### config.mk
export PLATFORM = sky130hd
export DESIGN_NAME = rial_front
export DESIGN_NICKNAME = d
export VERILOG_FILES = /design/src/rial_pkg.sv /design/src/rial_front.sv
export SDC_FILE = /design/constraint.sdc
export NUM_CORES = 1
export LEC_CHECK = 0
export ABC_AREA = 0
export BUFFER_PORTS_ARGS = -buffer_cell sky130_fd_sc_hd__buf_2
export CORE_MARGIN = 5
export CORE_UTILIZATION = 45
export DETAILED_ROUTE_END_ITERATION = 6
export GPL_TIMING_DRIVEN = 0
export PLACE_DENSITY = 0.78
export SETUP_SLACK_MARGIN = 0.2
export SLEW_MARGIN = 20
export SYNTH_ARGS = -nofsm -noshare
export SYNTH_HDL_FRONTEND = slang
export SYNTH_SLANG_ARGS = --single-unit
### constraint.sdc
create_clock -name core_clk -period 1.9 [get_ports core_clk]
set_input_delay 0.19 -clock core_clk [delete_from_list [all_inputs] [get_ports core_clk]]
set_output_delay 0.19 -clock core_clk [all_outputs]
set_load 0.01 [all_outputs]
### src/rial_pkg.sv
/*
 * Constants for the clock indirect access front end: register offsets,
 * key codes, lock status codes, address register field positions and the
 * internal address ranges that step the address after each transfer.
 * Assumes nothing of its surroundings; both the module and the bench files read it.
 */
package rial_pkg;
    // Register offsets on the device register map.
    localparam logic [7:0] KEY_OFFSET = 8'h0A;
    localparam logic [7:0] ADR_OFFSET = 8'h0B;
    localparam logic [7:0] DAT_OFFSET = 8'h0C;

    // Key codes written in order to open the interface.
    localparam logic [7:0] KEY_FIRST = 8'hA5;
    localparam logic [7:0] KEY_SECOND = 8'hF1;

    // Status codes read back from the lock and key register.
    localparam logic [7:0] CODE_LOCKED = 8'h00;
    localparam logic [7:0] CODE_WAIT_SECOND = 8'h01;
    localparam logic [7:0] CODE_UNLOCKED = 8'h02;
    localparam logic [7:0] CODE_DISABLED = 8'h03;

    // Address register fields.
    localparam int BUSY_BIT = 7;
    localparam int AUTO_BIT = 6;
    localparam int SHORT_BIT = 4;
    localparam int ADDR_MSB = 3;
    localparam int ADDR_LSB = 0;

    // Reset values.
    localparam logic [7:0] DATA_RESET = 8'h00;
    localparam logic [3:0] ADDR_RESET = 4'h0;

    // Upper two bits of the internal address that mark the capture group
    // (0x00 to 0x03) and the alarm group (0x08 to 0x0B).
    localparam logic [1:0] CAPTURE_GROUP = 2'h0;
    localparam logic [1:0] ALARM_GROUP = 2'h2;
    localparam logic [3:0] ADDR_STEP = 4'h1;

    typedef enum logic [1:0] {
        LOCK_CLOSED,
        LOCK_WAIT_SECOND,
        LOCK_OPEN,
        LOCK_DISABLED
    } rial_lock_type;

    typedef enum logic [1:0] {
        XFER_IDLE,
        XFER_READ,
        XFER_WRITE
    } rial_xfer_type;
endpackage : rial_pkg

### src/rial_front.sv
/*
 * Host visible front end of the real-time-clock indirect access path:
 * lock and key register, address and control register, data register.
 * Assumes the register port and the timekeeping core both run on core_clk,
 * and that the core answers each request with a one-cycle ack.
 */
`timescale 1ns/1ps

// How it works
// - Key register reads state code; reset locks.
// - Locked plus first key awaits second.
// - First then second key unlocks interface.
// - Wrong second key disables until reset.
// - Any key write while unlocked relocks.
// - Disabled state ignores key writes.
// - Bit 7 busy; writing one starts read.
// - Bit 6 is read/write autoread enable.
// - Bit 5 reads zero, writes ignored.
// - Bit 4 enables short strobe; set it.
// - Bits 3:0 select internal target register.
// - Address steps after capture/alarm transfers.
// - Data register holds last transferred byte.
// - Data register write starts indirect write.
// - Autoread: data read starts next read.
// - Data access or busy-bit write while locked disables the interface.
// - Capture 0x00-0x03, alarm 0x08-0x0B step address.
module rial_front (
    // Clock and reset
    input wire logic core_clk,
    input wire logic rst,
    // Device register port
    input wire logic [7:0] reg_addr,
    input wire logic reg_wr,
    input wire logic reg_rd,
    input wire logic [7:0] reg_wdata,
    output logic [7:0] reg_rdata,
    // Timekeeping core indirect port
    output logic rtc_req,
    output logic rtc_we,
    output logic [3:0] rtc_addr,
    output logic [7:0] rtc_wdata,
    output logic rtc_short,
    input wire logic [7:0] rtc_rdata,
    input wire logic rtc_ack
);
    rial_pkg::rial_lock_type lock_state, next_lock_state;
    rial_pkg::rial_xfer_type xfer_state, next_xfer_state;
    logic auto_read_enable, next_auto_read_enable;
    logic short_strobe, next_short_strobe;
    logic [3:0] target_addr, next_target_addr;
    logic [7:0] data_byte, next_data_byte;
    logic [7:0] next_reg_rdata;
    logic next_rtc_req, next_rtc_we;

    logic key_wr, adr_wr, dat_wr, dat_rd;
    logic is_open, busy, grouped;
    logic [7:0] lock_code, adr_view;

    assign key_wr = reg_wr && reg_addr == rial_pkg::KEY_OFFSET;
    assign adr_wr = reg_wr && reg_addr == rial_pkg::ADR_OFFSET;
    assign dat_wr = reg_wr && reg_addr == rial_pkg::DAT_OFFSET;
    assign dat_rd = reg_rd && reg_addr == rial_pkg::DAT_OFFSET;
    assign is_open = lock_state == rial_pkg::LOCK_OPEN;
    assign busy = xfer_state != rial_pkg::XFER_IDLE;
    assign grouped = target_addr[3:2] == rial_pkg::CAPTURE_GROUP ||
                     target_addr[3:2] == rial_pkg::ALARM_GROUP;

    always_comb begin
        unique case (lock_state)
            rial_pkg::LOCK_CLOSED: lock_code = rial_pkg::CODE_LOCKED;
            rial_pkg::LOCK_WAIT_SECOND:
                lock_code = rial_pkg::CODE_WAIT_SECOND;
            rial_pkg::LOCK_OPEN: lock_code = rial_pkg::CODE_UNLOCKED;
            rial_pkg::LOCK_DISABLED: lock_code = rial_pkg::CODE_DISABLED;
        endcase
    end

    always_comb begin
        adr_view = 8'h00;
        adr_view[rial_pkg::BUSY_BIT] = busy;
        adr_view[rial_pkg::AUTO_BIT] = auto_read_enable;
        adr_view[rial_pkg::SHORT_BIT] = short_strobe;
        adr_view[rial_pkg::ADDR_MSB:rial_pkg::ADDR_LSB] = target_addr;
    end

    // Lock and key state. A data access or a busy-bit address write that is not allowed
    // counts as an attempt on a locked interface and trips the lockout.
    always_comb begin
        next_lock_state = lock_state;
        if (key_wr) begin
            unique case (lock_state)
                rial_pkg::LOCK_CLOSED: begin
                    if (reg_wdata == rial_pkg::KEY_FIRST)
                        next_lock_state = rial_pkg::LOCK_WAIT_SECOND;
                    else
                        next_lock_state = rial_pkg::LOCK_DISABLED;
                end
                rial_pkg::LOCK_WAIT_SECOND: begin
                    if (reg_wdata == rial_pkg::KEY_SECOND)
                        next_lock_state = rial_pkg::LOCK_OPEN;
                    else
                        next_lock_state = rial_pkg::LOCK_DISABLED;
                end
                rial_pkg::LOCK_OPEN:
                    next_lock_state = rial_pkg::LOCK_CLOSED;
                rial_pkg::LOCK_DISABLED:
                    next_lock_state = rial_pkg::LOCK_DISABLED;
            endcase
        end else if (!is_open && lock_state != rial_pkg::LOCK_DISABLED &&
                     ((adr_wr && reg_wdata[rial_pkg::BUSY_BIT]) || dat_wr ||
                      dat_rd)) begin
            next_lock_state = rial_pkg::LOCK_DISABLED;
        end
    end

    // Address, control and data registers and the indirect transfer.
    // Requests made while busy are dropped; software polls busy first.
    always_comb begin
        next_xfer_state = xfer_state;
        next_auto_read_enable = auto_read_enable;
        next_short_strobe = short_strobe;
        next_target_addr = target_addr;
        next_data_byte = data_byte;
        next_rtc_req = 1'b0;
        next_rtc_we = rtc_we;
        next_reg_rdata = 8'h00;
        if (reg_rd) begin
            if (reg_addr == rial_pkg::KEY_OFFSET)
                next_reg_rdata = lock_code;
            else if (reg_addr == rial_pkg::ADR_OFFSET && is_open)
                next_reg_rdata = adr_view;
            else if (reg_addr == rial_pkg::DAT_OFFSET && is_open)
                next_reg_rdata = data_byte;
        end
        unique case (xfer_state)
            rial_pkg::XFER_IDLE: begin
                if (is_open && adr_wr) begin
                    next_auto_read_enable =
                        reg_wdata[rial_pkg::AUTO_BIT];
                    next_short_strobe = reg_wdata[rial_pkg::SHORT_BIT];
                    next_target_addr =
                        reg_wdata[rial_pkg::ADDR_MSB:rial_pkg::ADDR_LSB];
                    if (reg_wdata[rial_pkg::BUSY_BIT]) begin
                        next_xfer_state = rial_pkg::XFER_READ;
                        next_rtc_req = 1'b1;
                        next_rtc_we = 1'b0;
                    end
                end else if (is_open && dat_wr) begin
                    next_data_byte = reg_wdata;
                    next_xfer_state = rial_pkg::XFER_WRITE;
                    next_rtc_req = 1'b1;
                    next_rtc_we = 1'b1;
                end else if (is_open && dat_rd && auto_read_enable) begin
                    next_xfer_state = rial_pkg::XFER_READ;
                    next_rtc_req = 1'b1;
                    next_rtc_we = 1'b0;
                end
            end
            rial_pkg::XFER_READ, rial_pkg::XFER_WRITE: begin
                if (rtc_ack) begin
                    if (xfer_state == rial_pkg::XFER_READ)
                        next_data_byte = rtc_rdata;
                    next_xfer_state = rial_pkg::XFER_IDLE;
                    if (grouped)
                        next_target_addr = target_addr +
                            rial_pkg::ADDR_STEP;
                end
            end
            default: next_xfer_state = rial_pkg::XFER_IDLE;
        endcase
    end

    always_ff @(posedge core_clk) begin
        if (rst) begin
            lock_state <= rial_pkg::LOCK_CLOSED;
            xfer_state <= rial_pkg::XFER_IDLE;
            auto_read_enable <= 1'b0;
            short_strobe <= 1'b0;
            target_addr <= rial_pkg::ADDR_RESET;
            data_byte <= rial_pkg::DATA_RESET;
            reg_rdata <= 8'h00;
            rtc_req <= 1'b0;
            rtc_we <= 1'b0;
        end else begin
            lock_state <= next_lock_state;
            xfer_state <= next_xfer_state;
            auto_read_enable <= next_auto_read_enable;
            short_strobe <= next_short_strobe;
            target_addr <= next_target_addr;
            data_byte <= next_data_byte;
            reg_rdata <= next_reg_rdata;
            rtc_req <= next_rtc_req;
            rtc_we <= next_rtc_we;
        end
    end

    assign rtc_addr = target_addr;
    assign rtc_wdata = data_byte;
    assign rtc_short = short_strobe;
endmodule : rial_front

==> reports/qor.txt <==
port bufs = 51
met3 demand-to-capacity share in global routing = 3.612%
critical path type = reg2reg
Cells on Worst Hold Path = 3
relative max-transition margin = 59.14%
wire length reported by the detailed router = 4.728 mm
final RePlAce weighted congestion = 0.8631
number of nets in the layout = 271
number of antenna violations at the first check in global routing = 0
Avg Synthesized Cell Area = 8.994 um^2
Power Internal = 0.0007469 W
clock input transition at the sequential cells of the worst setup and hold paths = 0.15 ns
Synth Net Count = 202
CTS sink cnt = 28
DRT antenna net count = 0
synthesized flop and latch total = 28
type of the tightest min-delay check = in2reg
power density of the placed cells = 470.9 nW/um^2
maximum number of pins on one net before global-route repair = 16
WP data required = 2.11 ns
number of global-route vias before repair = 1537
Top Ports = 52
Critical Path Start = xfer_state[1]
routing layer with the top usage in global route = met2
number of inserted diodes = 0
share of layout cells above drive strength 1 = 42.44%
shortest period the worst path allows = 1.767 ns
number of buffers inserted by hold repair at cts = 0
Max Slew Vio Count = 0
VDD IR-drop max = 0.0003557 V
Reg power frac = 59.6%
H-tree lvl count = 1
startpoint type of the worst setup path = flip-flop
part of the power in the clock network = 29.7%
TritonCTS clock tree = done
number of distinct library cells after synthesis = 47
setup slack after layout = 0.1333 ns
part of the Yosys area used for sequential elements = 36.66%
worst clock skew on the final layout = 0.003974 ns
kind of end point of the critical path = flip-flop
Hold Crit Start = reg_wdata[4]
met2 global-route usage = 38.03%
setup slack, reg-to-reg = 0.13 ns
area of the core region = 3311 um^2
Post-synth EDFFs = 0
synthesized instance count = 170
DRC violation total after the first TritonRoute iteration = 114
met1 routing resource usage after global routing = 26.59%
crit path max fanout = 8
via count = 1642
die outline area = 4664 um^2
HPWL Detailed = 3.369 mm
Avg Vias per Cell = 5.782
area delta synth->final = 37.15%
slew at the pin with the worst max-slew slack = 0.6073 ns
width of the chip = 68.29 um
area of the mapped netlist = 1529 um^2
Final Cycle Share = 92.99%
Residual DRC = 0
net switching fraction of the power = 24.37%
RSZ-0062 raised after global routing = yes
setup_tns = 0 ns
source of the worst register-to-register timing path = xfer_state[1]
FF-to-FF path depth = 7
placement row count = 21
global-route congestion overflow total = 0
WL per Instance = 16.65 um
Worst-Skew Late Latency = 0.33 ns
root buffer selected by CTS = sky130_fd_sc_hd__clkbuf_4
highest clock frequency the design can meet = 0.5660 GHz
chip height = 68.29 um
Detailed Routing Iterations Pass 1 = 4
overall track demand over capacity in global routing = 21.32%
Warnings, synthesis = 0
final setup fails = 0
worst-case setup slack after placement = -0.08647 ns
number of buffers inserted during clock tree synthesis = 3
wire length of the first global-routing pass = 7.417 mm
share of power burned in combinational logic = 10.7%
async set or reset register ratio after synthesis = 0%
status = finished, final reports clean
endpoint arrival time on the critical path = 1.98 ns
leakage power = 0.8340 nW
effective utilization at floorplan = 46.18%
Hold Violations, Final = 0
max-capacitance violation count = 0
dominant register cell in the synthesized netlist = sky130_fd_sc_hd__dfxtp_1
net switching power figure = 0.0002406 W
Clock Path Buffers = 2
-- kinds of logic (layout without fill, tap and decap cells) --
kind of cell | count (synthesis) | count (layout) | share of synthesized area (%)
and+or+nand+nor | 57 | 57 | 23.24
AOI/OAI and AO/OA | 56 | 56 | 26.51
DFF | 28 | 28 | 36.66
buffers and inverters | 16 | 84 | 4.582
muxes | 10 | 10 | 6.547
adders and majority gates | 3 | 3 | 2.455
-- timing repair --
| item | 4_1_cts | 5_1_grt |
|---|---|---|
| pin swaps | 4 | 8 |
| buffers inserted | 10 | 3 |
| endpoints found under the setup margin | 14 | 18 |
| gates resized for setup | 8 | 12 |
-- registers in the layout (all words and copies together), names as in the netlist --
name	cells
xfer_state	2
rtc_addr	4
reg_rdata	8
rtc_req	1
rtc_short	1
rtc_wdata	8
auto_read_enable	1
rtc_we	1
lock_state	2
-- path summary, 6_finish.rpt --
path | end
worst max-delay path | rtc_wdata[0]
worst min-delay path | rtc_short
worst max register to register | rtc_wdata[0]
worst min register to register | reg_rdata[5]
-- critical path: stages, from the launching register on --
cell and delay [ns]:
sky130_fd_sc_hd__dfxtp_2 0.38, sky130_fd_sc_hd__inv_2 0.05, sky130_fd_sc_hd__ha_4 0.16, sky130_fd_sc_hd__and4bb_4 0.22, sky130_fd_sc_hd__a311oi_4 0.39, sky130_fd_sc_hd__and2_4 0.20, sky130_fd_sc_hd__buf_6 0.14, sky130_fd_sc_hd__a311oi_2 0.11
-- power by group through the flow --
stage | Clock (W) | Combinational, W | Sequential [W]
after floorplan | 0 | 0.0000417 | 0.000601
after global placement | 0 | 0.0000977 | 0.000601
after detailed placement | 0 | 0.0000993 | 0.000601
after CTS | 0.000294 | 0.000103 | 0.000588
after global routing | 0.000316 | 0.000115 | 0.000589
final | 0.000293 | 0.000106 | 0.000588
-- per-stage QoR --
stage                     hold WS [ns]  utilization [%]  area (um^2)  power [W]  instances
final                           0.1374            63.34         2097  0.0009876        284
after global routing            0.1559            63.34         2097   0.001019        284
after CTS                       0.1386            61.34         2031  0.0009848        281
after detailed placement        0.4591            56.95         1886  0.0007002        267
after global placement          0.4608            56.95         1886  0.0006986        267
after floorplan                 0.3339                -         1573  0.0006424        170
-- per-layer routing --
metal	part of all wire, %	vias up	wire [um]
li1	-	795	-
met3	6.6	6	313
met5	0	-	0
met2	51	69	2412
met4	1.1	0	50
met1	41	772	1952
-- synthesized netlist by cell type, types with 2 or more instances --
cell,n,area share [%]
sky130_fd_sc_hd__a211oi_1,8,3.9
sky130_fd_sc_hd__a21oi_1,16,5.2
sky130_fd_sc_hd__a22oi_1,5,2.5
sky130_fd_sc_hd__a2bb2oi_1,2,1.1
sky130_fd_sc_hd__a311oi_1,3,1.7
sky130_fd_sc_hd__a31oi_1,3,1.2
sky130_fd_sc_hd__buf_2,2,0.65
sky130_fd_sc_hd__clkbuf_1,4,0.98
sky130_fd_sc_hd__dfxtp_1,28,37
sky130_fd_sc_hd__ha_1,3,2.5
sky130_fd_sc_hd__inv_1,9,2.2
sky130_fd_sc_hd__mux2i_1,10,6.5
sky130_fd_sc_hd__nand2_1,7,1.7
sky130_fd_sc_hd__nand2b_1,6,2.5
sky130_fd_sc_hd__nand3_1,6,2.0
sky130_fd_sc_hd__nand3b_1,2,0.98
sky130_fd_sc_hd__nand4_1,3,1.2
sky130_fd_sc_hd__nand4b_1,2,1.1
sky130_fd_sc_hd__nor2_1,11,2.7
sky130_fd_sc_hd__nor2b_1,2,0.82
sky130_fd_sc_hd__nor3_1,2,0.65
sky130_fd_sc_hd__nor4_1,3,1.2
sky130_fd_sc_hd__o211ai_1,3,1.5
sky130_fd_sc_hd__o21ai_0,3,0.98
sky130_fd_sc_hd__o21bai_1,2,0.98
sky130_fd_sc_hd__o22ai_1,2,0.82
sky130_fd_sc_hd__o41ai_1,2,1.1
sky130_fd_sc_hd__or4_1,2,0.98
-- placed cells by master (no fill, tap or decap), drive strengths merged, types with 2 or more instances in the layout --
master / count
a211oi: 8
a21oi: 16
a22oi: 5
a2bb2oi: 2
a311oi: 4
a31oi: 3
and4b: 2
buf: 68
clkbuf: 7
dfxtp: 28
ha: 3
inv: 9
mux2i: 10
nand2: 7
nand2b: 6
nand3: 6
nand3b: 2
nand4: 3
nand4b: 2
nor2: 11
nor2b: 2
nor3: 3
nor4: 3
o211ai: 3
o21ai: 3
o21bai: 2
o22ai: 2
o41ai: 2
or4: 2
-- layout make-up --
class | count | area (um^2)
inverter | 9 | 33.78
timing repair buffer | 64 | 352.8
tap | 46 | 57.56
clock buffer | 4 | 36.28
buffer | 7 | 51.30
multi-input combinational | 126 | 999.7
fill | 308 | 1214
sequential | 28 | 565.5
Power figures use the tool's default switching activity.
